$ cat src/daa_line_cfg.svh
// Register offsets, field positions, reset values and timing counts
`ifndef DAA_LINE_CFG_SVH
`define DAA_LINE_CFG_SVH
`define OFS_CTRL_ONE      4'h0
`define OFS_CTRL_FIVE     4'h4
`define OFS_CTRL_SIX      4'h8
`define OFS_STATUS_NINE   4'hc
`define BIT_BILL_EN       7
`define BIT_OHS_HI        6
`define BIT_OHS_LO        5
`define BIT_ACT           4
`define BIT_DCT_HI        3
`define BIT_DCT_LO        2
`define BIT_RZ            1
`define BIT_FJM           3
`define BIT_DIAL          2
`define BIT_FORCED_LOWEST_VOLTAGE_MODE          0
`define BIT_OVL           6
`define BIT_BTD           3
`define BIT_ROV           1
`define RST_CTRL_ONE      8'h00
`define RST_CTRL_FIVE     8'h08
`define RST_CTRL_SIX      8'h00
`define RST_STATUS_NINE   8'h20
`define CLK_HZ            100000000
`define RESTORE_MS        1000
`define RESTORE_CYCLES    ((`CLK_HZ / 1000) * `RESTORE_MS)
`define RAMP_STEP_CYCLES  16'h0100
`endif

$ cat src/daa_line_pkg.sv
// Types shared by the line control block
package daa_line_pkg;
  typedef enum logic [1:0] {
    DCT_LOWEST = 2'b00,
    DCT_LOWER  = 2'b01,
    DCT_FCC    = 2'b10,
    DCT_LIMIT  = 2'b11
  } dc_term_mode_t;

  typedef enum logic [3:0] {
    BT_IDLE    = 4'b0001,
    BT_ARMED   = 4'b0010,
    BT_HOLD    = 4'b0100,
    BT_RESTORE = 4'b1000
  } bill_state_t;

  typedef struct packed {
    logic       ac_term_select;
    logic       ringer_impedance_synth;
    logic [1:0] dc_term_applied;
    logic [1:0] tx_atten_sel;
    logic       dc_800_ohm;
    logic       dial_headroom;
    logic       off_hook;
    logic [7:0] loop_current_level;
  } line_drive_t;
endpackage

$ cat src/daa_hook_ramp.sv
// Loop current ramp for on-hook transitions
`timescale 1ns/10ps
`include "daa_line_cfg.svh"
module daa_hook_ramp #(
  parameter logic [15:0] STEP_CYCLES = `RAMP_STEP_CYCLES
) (
  // Clock and reset
  input  wire logic       aclk,
  input  wire logic       aresetn,
  input  wire logic       ce,
  // Control
  input  wire logic       hook_req,
  input  wire logic [1:0] on_hook_speed,
  // Result
  output logic [7:0]      level
);
  logic [15:0] cnt_ff;
  logic [7:0]  level_ff;
  logic [15:0] step_len;
  wire         step_due = (cnt_ff >= step_len);

  // Slower speeds stretch each step; 00 drops at once
  assign step_len = STEP_CYCLES << on_hook_speed;
  assign level    = level_ff;

  always_ff @(posedge aclk) begin
    if (!aresetn) begin
      cnt_ff   <= 16'h0000;
      level_ff <= 8'h00;
    end else if (ce) begin
      if (hook_req) begin
        level_ff <= 8'hff;
        cnt_ff   <= 16'h0000;
      end else if (on_hook_speed == 2'b00) begin
        level_ff <= 8'h00;
      end else if (level_ff != 8'h00) begin
        cnt_ff <= step_due ? 16'h0000 : cnt_ff + 16'h0001;
        if (step_due) level_ff <= level_ff - 8'h01;
      end
    end
  end
endmodule

$ cat src/daa_line_control.sv
// Line-side control and billing tone logic with AXI4-Lite registers
// Summary of operation
// - ACT bit picks 600 ohm or complex
// - Ringer bit enables synthesized ringer impedance
// - Lower mode 1.7 dB, lowest 4 dB attenuation
// - Forced bits in default mode skip attenuation
// - Forced bits ignored outside default mode
// - Hook speed field ramps loop current down
// - Billing detection runs only when enabled
// - Sticky overload sets above 1.1 V peak
// - Sticky billing flag sets on supply droop
// - Billing flag forces 800 ohm dc impedance
// - Normal dc returns within one second
// - Sticky flags hold until written zero
// - Stay off-hook through billing events
// - Live overload follows condition only while billing is enabled, self-clears
// - Dc field encodes 10,11,01,00 modes
`timescale 1ns/10ps
`include "daa_line_cfg.svh"
module daa_line_control #(
  parameter int unsigned RESTORE_CYCLES = `RESTORE_CYCLES
) (
  // Clock, enable, reset
  input  wire logic                 aclk,
  input  wire logic                 aresetn,
  input  wire logic                 ce,
  // AXI4-Lite write address
  input  wire logic                 s_axi_awvalid,
  output logic                      s_axi_awready,
  input  wire logic [3:0]           s_axi_awaddr,
  // AXI4-Lite write data
  input  wire logic                 s_axi_wvalid,
  output logic                      s_axi_wready,
  input  wire logic [31:0]          s_axi_wdata,
  input  wire logic [3:0]           s_axi_wstrb,
  // AXI4-Lite write response
  output logic                      s_axi_bvalid,
  input  wire logic                 s_axi_bready,
  output logic [1:0]                s_axi_bresp,
  // AXI4-Lite read address
  input  wire logic                 s_axi_arvalid,
  output logic                      s_axi_arready,
  input  wire logic [3:0]           s_axi_araddr,
  // AXI4-Lite read data
  output logic                      s_axi_rvalid,
  input  wire logic                 s_axi_rready,
  output logic [31:0]               s_axi_rdata,
  output logic [1:0]                s_axi_rresp,
  // Line-side detector pins, asynchronous
  input  wire logic                 line_over_peak,
  input  wire logic                 supply_droop,
  input  wire logic                 hook_cmd,
  // Line drive
  output daa_line_pkg::line_drive_t line_drive
);
  // Register storage
  logic [7:0] ctrl_one_ff;
  logic [7:0] ctrl_five_ff;
  logic [7:0] ctrl_six_ff;
  logic       rov_ff;
  logic       btd_ff;
  logic       ovl_ff;
  logic [1:0] peak_sync_ff;
  logic [1:0] droop_sync_ff;
  logic [1:0] hook_sync_ff;
  daa_line_pkg::bill_state_t   bt_ff;
  daa_line_pkg::bill_state_t   nxt_bt;
  logic [31:0]                 restore_cnt_ff;
  daa_line_pkg::line_drive_t   drive_ff;
  daa_line_pkg::line_drive_t   nxt_drive;
  logic [7:0]                  ramp_level;

  // AXI state
  logic       aw_held_ff;
  logic       w_held_ff;
  logic [3:0] awaddr_ff;
  logic [31:0] wdata_ff;
  logic       wstrb0_ff;
  logic       bvalid_ff;
  logic [1:0] bresp_ff;
  logic       rvalid_ff;
  logic [31:0] rdata_ff;
  logic [1:0] rresp_ff;

  function automatic logic known_addr(input logic [3:0] a);
    known_addr = (a == `OFS_CTRL_ONE) || (a == `OFS_CTRL_FIVE) ||
                 (a == `OFS_CTRL_SIX) || (a == `OFS_STATUS_NINE);
  endfunction

  // Write path
  wire aw_take   = s_axi_awvalid && !aw_held_ff && !bvalid_ff;
  wire w_take    = s_axi_wvalid && !w_held_ff && !bvalid_ff;
  wire aw_have   = aw_held_ff || aw_take;
  wire w_have    = w_held_ff || w_take;
  wire wr_fire   = aw_have && w_have && !bvalid_ff;
  wire [3:0]  wr_addr = aw_held_ff ? awaddr_ff : s_axi_awaddr;
  wire [31:0] wr_data = w_held_ff ? wdata_ff : s_axi_wdata;
  wire        wr_be0  = w_held_ff ? wstrb0_ff : s_axi_wstrb[0];
  wire        wr_ok   = known_addr(wr_addr);
  wire        wr_lane = wr_fire && wr_ok && wr_be0;
  wire wr_one    = wr_lane && (wr_addr == `OFS_CTRL_ONE);
  wire wr_five   = wr_lane && (wr_addr == `OFS_CTRL_FIVE);
  wire wr_six    = wr_lane && (wr_addr == `OFS_CTRL_SIX);
  wire wr_nine   = wr_lane && (wr_addr == `OFS_STATUS_NINE);
  // Only a written zero clears a sticky flag
  wire clr_rov   = wr_nine && !wr_data[`BIT_ROV];
  wire clr_btd   = wr_nine && !wr_data[`BIT_BTD];

  // Read path
  wire ar_take   = s_axi_arvalid && !rvalid_ff;
  wire [7:0] status_nine = {1'b0, ovl_ff, 2'b10, btd_ff, 1'b0, rov_ff, 1'b0};
  wire [7:0] rd_byte =
    (s_axi_araddr == `OFS_CTRL_ONE)    ? ctrl_one_ff  :
    (s_axi_araddr == `OFS_CTRL_FIVE)   ? ctrl_five_ff :
    (s_axi_araddr == `OFS_CTRL_SIX)    ? ctrl_six_ff  :
    (s_axi_araddr == `OFS_STATUS_NINE) ? status_nine  : 8'h00;

  // Synchronised detector levels
  wire over_peak = peak_sync_ff[1];
  wire droop     = droop_sync_ff[1];
  wire bill_en   = ctrl_one_ff[`BIT_BILL_EN];
  wire detect_on = bill_en && (bt_ff == daa_line_pkg::BT_ARMED);
  wire set_rov   = detect_on && over_peak;
  wire set_btd   = detect_on && droop;
  wire restore_done = (restore_cnt_ff >= RESTORE_CYCLES - 1);

  // Billing state sequence
  always_comb begin
    nxt_bt = bt_ff;
    unique case (bt_ff)
      daa_line_pkg::BT_IDLE:    if (bill_en) nxt_bt = daa_line_pkg::BT_ARMED;
      daa_line_pkg::BT_ARMED:
        if (set_btd) nxt_bt = daa_line_pkg::BT_HOLD;
        else if (!bill_en) nxt_bt = daa_line_pkg::BT_IDLE;
      daa_line_pkg::BT_HOLD:    if (!bill_en) nxt_bt = daa_line_pkg::BT_RESTORE;
      // Restore waits out the settle time so the loop is not upset
      daa_line_pkg::BT_RESTORE: if (restore_done) nxt_bt = daa_line_pkg::BT_IDLE;
      default:                  nxt_bt = daa_line_pkg::BT_IDLE;
    endcase
  end

  // Line drive decode
  wire [1:0] dc_term_mode     = ctrl_five_ff[`BIT_DCT_HI:`BIT_DCT_LO];
  wire       is_fcc  = (dc_term_mode == daa_line_pkg::DCT_FCC);
  wire       forced_lower_voltage_mode     = is_fcc && ctrl_six_ff[`BIT_FJM];
  wire       forced_lowest_voltage_mode    = is_fcc && ctrl_six_ff[`BIT_FORCED_LOWEST_VOLTAGE_MODE];
  wire [1:0] dct_eff = forced_lowest_voltage_mode ? daa_line_pkg::DCT_LOWEST :
                       forced_lower_voltage_mode  ? daa_line_pkg::DCT_LOWER  : dc_term_mode;
  // Attenuation follows the chosen mode, not the forced one
  wire [1:0] atten   = (dc_term_mode == daa_line_pkg::DCT_LOWER)  ? 2'b01 :
                       (dc_term_mode == daa_line_pkg::DCT_LOWEST) ? 2'b10 : 2'b00;
  wire hold_800      = (bt_ff == daa_line_pkg::BT_HOLD) ||
                       (bt_ff == daa_line_pkg::BT_RESTORE);

  always_comb begin
    nxt_drive                        = '0;
    nxt_drive.ac_term_select         = ctrl_five_ff[`BIT_ACT];
    nxt_drive.ringer_impedance_synth = ctrl_five_ff[`BIT_RZ];
    nxt_drive.dc_term_applied        = dct_eff;
    nxt_drive.tx_atten_sel           = atten;
    nxt_drive.dc_800_ohm             = hold_800;
    nxt_drive.dial_headroom          = ctrl_six_ff[`BIT_DIAL];
    // Billing events never release the hook
    nxt_drive.off_hook               = hook_sync_ff[1];
    nxt_drive.loop_current_level     = ramp_level;
  end

  daa_hook_ramp u_ramp (
    .aclk          (aclk),
    .aresetn       (aresetn),
    .ce            (ce),
    .hook_req      (hook_sync_ff[1]),
    .on_hook_speed (ctrl_five_ff[`BIT_OHS_HI:`BIT_OHS_LO]),
    .level         (ramp_level)
  );

  // Pin synchronisers
  always_ff @(posedge aclk) begin
    if (!aresetn) begin
      peak_sync_ff  <= 2'b00;
      droop_sync_ff <= 2'b00;
      hook_sync_ff  <= 2'b00;
    end else if (ce) begin
      peak_sync_ff  <= {peak_sync_ff[0], line_over_peak};
      droop_sync_ff <= {droop_sync_ff[0], supply_droop};
      hook_sync_ff  <= {hook_sync_ff[0], hook_cmd};
    end
  end

  // Registers and flags
  always_ff @(posedge aclk) begin
    if (!aresetn) begin
      ctrl_one_ff  <= `RST_CTRL_ONE;
      ctrl_five_ff <= `RST_CTRL_FIVE;
      ctrl_six_ff  <= `RST_CTRL_SIX;
      rov_ff       <= 1'b0;
      btd_ff       <= 1'b0;
      ovl_ff       <= 1'b0;
    end else if (ce) begin
      if (wr_one)  ctrl_one_ff  <= wr_data[7:0];
      if (wr_five) ctrl_five_ff <= wr_data[7:0];
      if (wr_six)  ctrl_six_ff  <= wr_data[7:0];
      // Set wins over a clear in the same cycle
      rov_ff <= set_rov | (rov_ff & ~clr_rov);
      btd_ff <= set_btd | (btd_ff & ~clr_btd);
      // Live flag keeps reporting through the hold so the host can poll it
      ovl_ff <= bill_en && over_peak;
    end
  end

  always_ff @(posedge aclk) begin
    if (!aresetn) begin
      bt_ff          <= daa_line_pkg::BT_IDLE;
      restore_cnt_ff <= 32'h0000_0000;
      drive_ff       <= '0;
    end else if (ce) begin
      bt_ff          <= nxt_bt;
      restore_cnt_ff <= (bt_ff == daa_line_pkg::BT_RESTORE) ?
                        restore_cnt_ff + 32'h0000_0001 : 32'h0000_0000;
      drive_ff       <= nxt_drive;
    end
  end

  // AXI handshake state
  always_ff @(posedge aclk) begin
    if (!aresetn) begin
      aw_held_ff <= 1'b0;
      w_held_ff  <= 1'b0;
      awaddr_ff  <= 4'h0;
      wdata_ff   <= 32'h0000_0000;
      wstrb0_ff  <= 1'b0;
      bvalid_ff  <= 1'b0;
      bresp_ff   <= 2'b00;
      rvalid_ff  <= 1'b0;
      rdata_ff   <= 32'h0000_0000;
      rresp_ff   <= 2'b00;
    end else if (ce) begin
      if (aw_take) awaddr_ff <= s_axi_awaddr;
      if (w_take) begin
        wdata_ff  <= s_axi_wdata;
        wstrb0_ff <= s_axi_wstrb[0];
      end
      aw_held_ff <= aw_have && !wr_fire;
      w_held_ff  <= w_have && !wr_fire;
      if (wr_fire) begin
        bvalid_ff <= 1'b1;
        bresp_ff  <= wr_ok ? 2'b00 : 2'b10;
      end else if (s_axi_bready) begin
        bvalid_ff <= 1'b0;
      end
      if (ar_take) begin
        rvalid_ff <= 1'b1;
        rdata_ff  <= {24'h00_0000, rd_byte};
        rresp_ff  <= known_addr(s_axi_araddr) ? 2'b00 : 2'b10;
      end else if (s_axi_rready) begin
        rvalid_ff <= 1'b0;
      end
    end
  end

  assign s_axi_awready = aw_take;
  assign s_axi_wready  = w_take;
  assign s_axi_bvalid  = bvalid_ff;
  assign s_axi_bresp   = bresp_ff;
  assign s_axi_arready = ar_take;
  assign s_axi_rvalid  = rvalid_ff;
  assign s_axi_rdata   = rdata_ff;
  assign s_axi_rresp   = rresp_ff;
  assign line_drive    = drive_ff;
endmodule

$ cat config.mk
export PLATFORM = sky130hd
export DESIGN_NAME = daa_line_control
export DESIGN_NICKNAME = d
export VERILOG_FILES = /design/src/daa_line_pkg.sv /design/src/daa_hook_ramp.sv /design/src/daa_line_control.sv
export VERILOG_INCLUDE_DIRS = /design/src /design/src/src
export SDC_FILE = /design/constraint.sdc
export NUM_CORES = 1
export LEC_CHECK = 0
export ABC_AREA = 0
export CAP_MARGIN = 5
export CORE_AREA = 10 10 125 127
export CTS_CLUSTER_DIAMETER = 60
export DETAILED_ROUTE_END_ITERATION = 7
export DIE_AREA = 0 0 135 137
export DONT_BUFFER_PORTS = 1
export PLACE_DENSITY = 0.72
export RECOVER_POWER = 50
export SLEW_MARGIN = 25
export SYNTH_ARGS = -nofsm -noshare
export SYNTH_HDL_FRONTEND = slang
export SYNTH_SLANG_ARGS = --single-unit
$ cat constraint.sdc
create_clock -name aclk -period 3.9 [get_ports aclk]
set_input_delay 0.585 -clock aclk [delete_from_list [all_inputs] [get_ports aclk]]
set_output_delay 0.585 -clock aclk [all_outputs]
set_load 0.005 [all_outputs]
==> impl_metrics.ini, run 1 <==
[timing]
final_max_slew_viol_count = 0
skew_ns = 0.00765
rsz0062_at_grt = no
setup_tns_ns = 0
layout_setup_ws_ns = 0.936
setup_viol = 0
fmax_mhz = 337
max_slew_margin = 0.104
hold_ws_ns = 0.265
fin_crit_sh = 0.760
hold_viol_final = 0
worst_pin_slew_ns = 1.34
period_needed_ns = 2.96

[detailed_routing]
drc = 0
drtAntennaViolNets = 0
finalWirelength_um = 14700
num_vias = 4984
drt_iter0_markers = 410
post_drt_wl_per_cell_um = 16.2
dr.pass1.iters = 5
viasPerCell = 5.48

[placed_design]
place_hpwl_um = 10300
io_buffers = 0
dpl-instance-area_mm2 = 0.00645
gp_congestion = 0.814
pre_cts_ws_ns = 0.983

[synthesis]
yosysUniqueCellTypes = 58
netlist_area_mm2 = 0.00645
synth_top_area_cell = dfxtp_1
synth_top_area_share = 0.425
syn_inst = 733
yosys_warnings = 0
synth_ff_type = dfxtp_1
synth_edf_count = 0
syn_area_per_cell_um2 = 8.81
synthArstFlopShare = 0
synth-seq-cells = 137
yosysSeqAreaShare = 0.425
synth.area.top_cells = dfxtp_1 42%, mux2i_1 8.1%, nor2_1 6.1%, nand2_1 3.5%, xor2_1 3.3%

[floorplanning]
core_area_mm2 = 0.0131
pin_count = 113
num_rows = 42
die-area_mm2 = 0.0185
die_h_um = 137
start_util = 0.493
die_x_um = 135

[critical_path]
cp-startpoint = ctrl_five_ff[5]
critPathRequiredTime_ns = 4.22
end_kind = flip-flop
ff2ff_setup_slack_ns = 0.94
cp-start-kind = flip-flop
critPathArrivalTime_ns = 3.29
critPathKind = reg -> reg
timing.rr.start = ctrl_five_ff[5]
crit_fanout = 13

[grt]
grt.overflow.total = 0
grt_antenna_before_repair = 0
gr-usage-all-layers = 0.158
grt_pass1_wl_um = 23900
grt_max_degree = 52
grt_pass1_vias = 4870

[finish]
fin_area_mm2 = 0.00704
utilization = 0.538
final_nets = 784
antennaDiodeCount = 0
area_growth_pct = 9.11
drive_gt1_frac = 0.0681

[clock_network]
h-tree-depth = 4
cts_tree = built
cts_sinks = 137
ctsResizeCount = 0
root_buffer = clkbuf_16
postCtsSetupRepairBufs = 0
cts.path.max_buffers = 2
insertion_delay_ns = 0.42
cts_buffers = 17
cts_hold_buf = 0
clk_pin_slew_ns = 0.06

[pwr]
ir_worst_vdd_mv = 0.276
power_leakage_nw = 2.56
p_per_area_mw_per_mm2 = 467

[flow_run]
cap_violations = 0

[status]
status = finished, final reports clean

[worst_hold_path]
hp-start = aresetn
hp-class = in -> reg
==> final cells by class <==
class	count	area (µm²)
timing repair buffer	3	15.0
sequential	137	2740
tap	176	220
multi-input combinational	545	3400
fill	1184	6040
inverter	17	66.3
clock inverter	12	146
clock buffer	20	457
==> power breakdown <==
part	total (mW)	internal, mW	switching [mW]	leakage (nW)
logic	0.186	0.0760	0.110	1.16
registers	1.47	1.43	0.0364	1.11
clock network	1.63	1.03	0.599	0.292
total	3.29	2.54	0.746	2.56
==> registers in the layout, indices dropped and copies added, names as in the netlist, 2 cells and up <==
signal,count
peak_sync_ff,2
hook_sync_ff,2
ctrl_five_ff,8
ctrl_six_ff,8
restore_cnt_ff,32
u_ramp.cnt_ff,16
s_axi_rdata,8
droop_sync_ff,2
u_ramp.level,8
wdata_ff,8
awaddr_ff,4
line_drive,17
ctrl_one_ff,8
bt_ff,4
==> placed cells by master, fill, tap and decap left out, types with 4 or more instances in the layout <==
cell	netlist	final
dfxtp_1	137	137
nor2_1	105	105
nand2_1	60	60
mux2i_1	52	52
a21oi_1	29	29
nor2b_1	28	28
conb_1	1	26
xor2_1	24	24
nand3_1	23	23
o21ai_0	22	22
nor3_1	19	19
clkbuf_16	0	17
inv_1	16	16
nand4_1	14	14
xnor2_1	14	14
a31oi_1	9	9
or3_1	8	9
a21boi_0	9	9
nor4_1	8	8
mux2_2	8	8
ha_1	8	8
nor3b_1	7	7
a22oi_1	7	7
and4_1	7	7
a211oi_1	5	5
and3_1	5	5
clkinv_2	0	5
nand2b_1	4	4
==> cells by family after synthesis <==
| family | count (synthesis) | share of synthesized area |
|---|---|---|
| AND/OR/NAND/NOR | 304 | 0.236 |
| flip-flops | 137 | 0.425 |
| AO/OA/AOI/OAI | 106 | 0.104 |
| buffers and inverters | 76 | 0.0628 |
| multiplexers | 63 | 0.105 |
| XOR/XNOR | 38 | 0.0516 |
| adder cells (fa/ha/maj) | 8 | 0.0155 |
| other | 1 | 0.000581 |
==> cell usage after synthesis (3+ instances only) <==
cell and number:
o31ai_1 3, a211oi_1 5, or3_1 8, nor2_1 105
nor4_1 8, buf_4 27, and4_1 7, xor2_1 24
and3_1 5, nor2_8 3, dfxtp_1 137, a22oi_1 7
mux4_2 3, nor3b_1 7, a21oi_1 29, o21ai_0 22
clkbuf_1 27, o211ai_1 3, inv_1 16, a31oi_1 9
and2_1 4, ha_1 8, mux2_2 8, mux2i_1 52
nand3_1 23, nor3_1 19, a21boi_0 9, nor2b_1 28
nand2_1 60, xnor2_1 14, nand4_1 14, nand2b_1 4
a41oi_1 3
==> worst max-delay path, stage by stage, from the launching register on <==
cell	delay, ns
dfxtp_1	0.35
nor2_1	0.53
inv_1	0.20
ha_1	0.31
o21ai_0	0.15
a21oi_1	0.10
nor3_1	0.37
o311a_1	0.51
a211oi_1	0.10
a211oi_1	0.24
==> per-layer routing <==
layer / GRT usage / vias to the layer above / part of all wire
met2: 0.266 / 120 / 0.50
met5: 0 / - / 0
met1: 0.171 / 2374 / 0.40
met3: 0.0572 / 18 / 0.086
met4: 0.0795 / 0 / 0.020
li1: - / 2472 / -
==> per-stage QoR <==
step	power [mW]	instances
2_1_floorplan	1.67	758
5_1_grt	3.39	910
3_5_place_dp	1.68	878
6_report	3.29	910
4_1_cts	3.31	910
3_3_place_gp	1.67	878
==> final timing paths <==
path / end / cells after the start
worst min-delay path: ctrl_five_ff[3] / 1
worst max register to register: u_ramp.level[0] / 9
worst min register to register: wdata_ff[2] / 2
worst max-delay path: u_ramp.level[0] / 9
Power figures use the tool's default switching activity.
==> run 2, diff against run 1 <==
ABC_AREA = 1   (was 0)
CORE_AREA = 10 10 129 131   (was 10 10 125 127)
DIE_AREA = 0 0 139 141   (was 0 0 135 137)
PLACE_DENSITY = 0.74   (was 0.72)
clock period = 2.4 ns   (was 3.9 ns; I/O delays follow)
==> impl_metrics.ini, run 2 <==
[floorplanning]
core_area_mm2 = 0.0142
die-area_mm2 = 0.0196
pin_count = 113
start_util = 0.483
die_h_um = 141
die_x_um = 139
num_rows = 44

[detailed_routing]
finalWirelength_um = 15700
drtAntennaViolNets = 0
viasPerCell = 5.13
wl_met3_um = 988
met1_length_um = 7040
drt_iter0_markers = 415
dr.pass1.iters = 4
met2WireLength_um = 7350
drc = 0
num_vias = 6058
post_drt_wl_per_cell_um = 13.3
top_layer_used = met4

[finish]
multi_input_area_mm2 = 0.00334
seqCellArea_mm2 = 0.00274
area_growth_pct = 9.16
final_common_cell = nand2_1
final_nets = 1048
final_cell_mix = 190 x nand2_1, 137 x dfxtp_1, 130 x inv_1
largest_reg_flops = 32
fillers = 1422
finalNonFillerCells = 1182
top_register = restore_cnt_ff
drive_gt1_frac = 0.0741
fin_area_mm2 = 0.00748
antennaDiodeCount = 0

[timing]
rsz0062_at_grt = no
setup_viol = 0
skew_ns = 0.00543
max_slew_margin = 0.307
fin_crit_sh = 0.818
worst_pin_slew_ns = 1.04
period_needed_ns = 1.96
hold_viol_final = 0
setup_tns_ns = 0
fmax_mhz = 509
final_max_slew_viol_count = 0

[synthesis]
synth.area.top_cells = dfxtp_1 40%, nand2_1 10%, a21oi_1 7.4%, inv_1 7.0%, nor2_1 6.6%
yosys_warnings = 0
synth_commonest_cells = 190 x nand2_1, 137 x dfxtp_1, 127 x inv_1
yosysMostFrequentCell = nand2_1
synth_edf_count = 0
yosysUniqueCellTypes = 47
netlist_area_mm2 = 0.00686
syn_inst = 993
synth_top_area_share = 0.400
synth_top_area_cell = dfxtp_1
synth_ff_type = dfxtp_1
syn_area_per_cell_um2 = 6.90
synth-seq-cells = 137
yosysSeqAreaShare = 0.400
synthArstFlopShare = 0

[pwr]
p_per_area_mw_per_mm2 = 762
ir_worst_vdd_mv = 0.476
power_leakage_nw = 3.00
power_mw = 5.71

[grt]
grt_pass1_wl_um = 27000
grt_antenna_before_repair = 0
grt.overflow.total = 0
grt_max_degree = 76
gr-usage-all-layers = 0.162
grt_pass1_vias = 5678

[placed_design]
place_hpwl_um = 11200
placed_cells = 1150
gp_congestion = 0.853
dpl-instance-area_mm2 = 0.00687
io_buffers = 0

[clock_network]
insertion_delay_ns = 0.42
postCtsSetupRepairBufs = 0
ctsResizeCount = 0
h-tree-depth = 4
cts_buffers = 17
cts_hold_buf = 0
cts.path.max_buffers = 2
root_buffer = clkbuf_16
cts_sinks = 137
cts_tree = built
clk_pin_slew_ns = 0.06

[critical_path]
cp-startpoint = w_held_ff
critPathKind = reg -> reg
end_kind = flip-flop
ff2ff_setup_slack_ns = 0.44
cp-start-kind = flip-flop
critPathArrivalTime_ns = 2.27
ff2ff_path_depth = 7
crit_fanout = 16
timing.rr.start = w_held_ff
critPathRequiredTime_ns = 2.70

[worst_hold_path]
hp-start = aresetn
holdPathStages = 1
hp-class = in -> reg

[flow_run]
cap_violations = 0

[status]
status = finished, final reports clean
-- run 2: changes by cell type in the layout (fill, tap and decap cells not counted), moves of 12 or more --
cell	before	now
nor2_1	105	123
nand3_1	23	50
nor2b_1	28	0
inv_1	16	130
nand2_1	60	190
a21oi_1	29	103
xor2_1	24	5
mux2i_1	52	0
o21ai_0	22	80
xnor2_1	14	2
-- run 2: stage by stage --
stage               utilization  setup WS, ns  hold slack, ns
detailed placement        0.484         0.417           0.436
global route              0.527         0.229          0.0214
global placement          0.484         0.488           0.432
finish                    0.527         0.437          0.0447
floorplan                     -         0.717           0.418
CTS                       0.528         0.416          0.0143
-- run 2: layout make-up --
cell class / count / area share
sequential: 137 / 0.366
multi-input combinational: 690 / 0.447
timing repair buffer: 3 / 0.00251
clock buffer: 18 / 0.0587
tap: 184 / 0.0308
inverter: 136 / 0.0686
clock inverter: 14 / 0.0262
-- run 2: report_power, final --
part | switching [mW] | internal [mW] | total (mW) | leakage [nW]
clock | 1.01 | 1.77 | 2.78 | 0.303
sequential | 0.0776 | 2.37 | 2.45 | 1.11
combinational | 0.312 | 0.162 | 0.474 | 1.58
-- run 2: logic make-up (layout without fill, tap and decap cells) --
kind of cell	count (synthesis)	count (layout)	synth area share
buffers and inverters	191	171	0.124
other	1	26	0.000547
xor gates and xnor gates	7	7	0.00894
adders and majority gates	8	8	0.0146
DFF	137	137	0.400
AOI/OAI and AO/OA	214	214	0.165
and+or+nand+nor	435	435	0.287
-- run 2: final timing paths --
| check | end |
|---|---|
| setup reg to reg | ctrl_six_ff[1] |
| setup / recovery | ctrl_six_ff[1] |
| hold reg to reg | u_ramp.cnt_ff[14] |
| hold / removal | bt_ff[0] |
-- run 2: metal layers --
layer  vias up  global-route usage
met5         -                   0
met4         0              0.0588
met3        21              0.0628
met2        99               0.269
met1      2788               0.184
li1       3150                   -
-- run 2: worst max-delay path, cell delays in order (launching register included) --
cell	delay [ns]
dfxtp_1	0.61
inv_2	0.18
nand2_1	0.14
nand4_2	0.13
nor2_4	0.16
nand3_2	0.27
o21ai_0	0.28
a21oi_1	0.06
==> run 3, diff against run 2 <==
clock period = 1.75 ns   (was 2.4 ns; I/O delays follow)
==> impl_metrics.ini, run 3 (synthesized netlist as in run 2, its figures left out) <==
[finish]
final_common_cell = nand2_1
fin_area_mm2 = 0.00792
area_growth_pct = 15.5
finalNonFillerCells = 1217
fillers = 1361
drive_gt1_frac = 0.132
final_nets = 1083
largest_reg_flops = 32
antennaDiodeCount = 0
final_cell_mix = 179 x nand2_1, 133 x dfxtp_1, 126 x inv_1
top_register = restore_cnt_ff

[floorplanning]
start_util = 0.483
core_area_mm2 = 0.0142
die_h_um = 141
die-area_mm2 = 0.0196
pin_count = 113
die_x_um = 139
num_rows = 44

[timing]
setup_viol = 0
worst_pin_slew_ns = 1.36
fin_crit_sh = 0.997
final_max_slew_viol_count = 0
hold_viol_final = 0
max_slew_margin = 0.0912
skew_ns = 0.0147
period_needed_ns = 1.75
fmax_mhz = 573
rsz0062_at_grt = yes

[critical_path]
critPathKind = reg -> reg
critPathRequiredTime_ns = 2.06
end_kind = flip-flop
critPathArrivalTime_ns = 2.06
crit_fanout = 16
cp-start-kind = flip-flop

[detailed_routing]
dr.pass1.iters = 4
drt_iter0_markers = 488
drtAntennaViolNets = 0
post_drt_wl_per_cell_um = 14.0
num_vias = 6276
drc = 0
finalWirelength_um = 17000
viasPerCell = 5.16

[placed_design]
dpl-instance-area_mm2 = 0.00701
gp_congestion = 0.900
place_hpwl_um = 11400
placed_cells = 1169
io_buffers = 0

[pwr]
ir_worst_vdd_mv = 0.769
power_leakage_nw = 3.17
power_mw = 7.38
comb_power_share = 0.106
power_frac_seq = 0.454
internal_power_mw = 5.37
switchingPower_mw = 2.01
swShare = 0.272
p_clk_frac = 0.440
p_per_area_mw_per_mm2 = 932

[grt]
grt_pass1_vias = 5818
grt_max_degree = 72
grt_antenna_before_repair = 0
grt_pass1_wl_um = 28100
grt.overflow.total = 0
gr-usage-all-layers = 0.171

[clock_network]
root_buffer = clkbuf_16
clk_pin_slew_ns = 0.06
cts_buffers = 17
insertion_delay_ns = 0.43
cts.path.max_buffers = 2
h-tree-depth = 4
cts_sinks = 137
cts_tree = built

[flow_run]
cap_violations = 0

[status]
status = finished, final reports clean

[worst_hold_path]
hp-class = in -> reg
[run 3: changes by cell type in the layout (fill, tap and decap cells not counted), moves of 5 or more]
cell           before  now
nand2_2             6   15
ha_1                8    3
buf_4               2   19
nor2_1            123  117
nand2_1           190  179
dlygate4sd3_1       0   11
[run 3: area by class of cell]
class	count	area, µm²	area share
Clock inverter	13	93.8	0.0119
Multi-Input combinational cell	691	3550	0.448
Sequential cell	137	2750	0.348
Clock buffer	19	443	0.0559
Timing Repair Buffer	37	333	0.0420
Tap cell	184	230	0.0291
Inverter	136	515	0.0651
[run 3: path summary, 6_finish.rpt]
path | startpoint | end | slack [ns] | cells after the start
max | aw_held_ff | ctrl_five_ff[2] | 0.005 | 7
min | aresetn | s_axi_rdata[3] | 0.02 | 2
max reg2reg | aw_held_ff | ctrl_five_ff[2] | 0.005 | 7
min reg2reg | u_ramp.cnt_ff[13] | u_ramp.cnt_ff[13] | 0.44 | 2
[run 3: power by group through the flow]
| stage | clock, mW | sequential [mW] | combinational [mW] |
|---|---|---|---|
| floorplan | 0 | 3.39 | 0.631 |
| global placement | 0 | 3.42 | 0.672 |
| detailed placement | 0 | 3.42 | 0.692 |
| CTS | 3.32 | 3.35 | 0.763 |
| global route | 3.44 | 3.37 | 0.910 |
| finish | 3.25 | 3.35 | 0.781 |
[run 3: routing by layer]
metal / up-vias / routed length, µm / part of all wire / track usage
li1: 3229 / - / - / -
met1: 2831 / 7370 / 0.43 / 0.200
met2: 182 / 8040 / 0.47 / 0.281
met3: 34 / 1220 / 0.072 / 0.0544
met4: 0 / 396 / 0.023 / 0.0802
met5: - / 0 / 0 / 0
[run 3: worst max-delay path, stage by stage, from the launching register on]
cell     delay (ns)
dfxtp_1        0.46
inv_2          0.07
nand2_1        0.11
nand4_2        0.13
nor2_4         0.19
nand3_2        0.31
o21ai_0        0.31
a21oi_1        0.06
[run 3: stage by stage]
stage | utilization | setup slack (ns) | TNS, ns | hold WS (ns)
floorplan | - | 0.0674 | 0 | 0.397
global placement | 0.494 | -0.000856 | -0.000856 | 0.369
detailed placement | 0.494 | -0.0562 | -0.454 | 0.374
CTS | 0.542 | -0.0231 | -0.0231 | 0.00374
global route | 0.558 | -0.130 | -2.43 | 0.0105
finish | 0.558 | 0.00479 | 0 | 0.0177
[run 3: what timing repair did]
| item | 4_1_cts | 5_1_grt |
|---|---|---|
| gates resized for setup | 3 | 48 |
| gates cloned | 0 | 1 |
| hold buffers | 13 | 0 |
| endpoints found under the hold margin | 82 | 0 |
| buffers inserted | 0 | 2 |
| pin swaps | 0 | 10 |
| endpoints found under the setup margin | 13 | 49 |
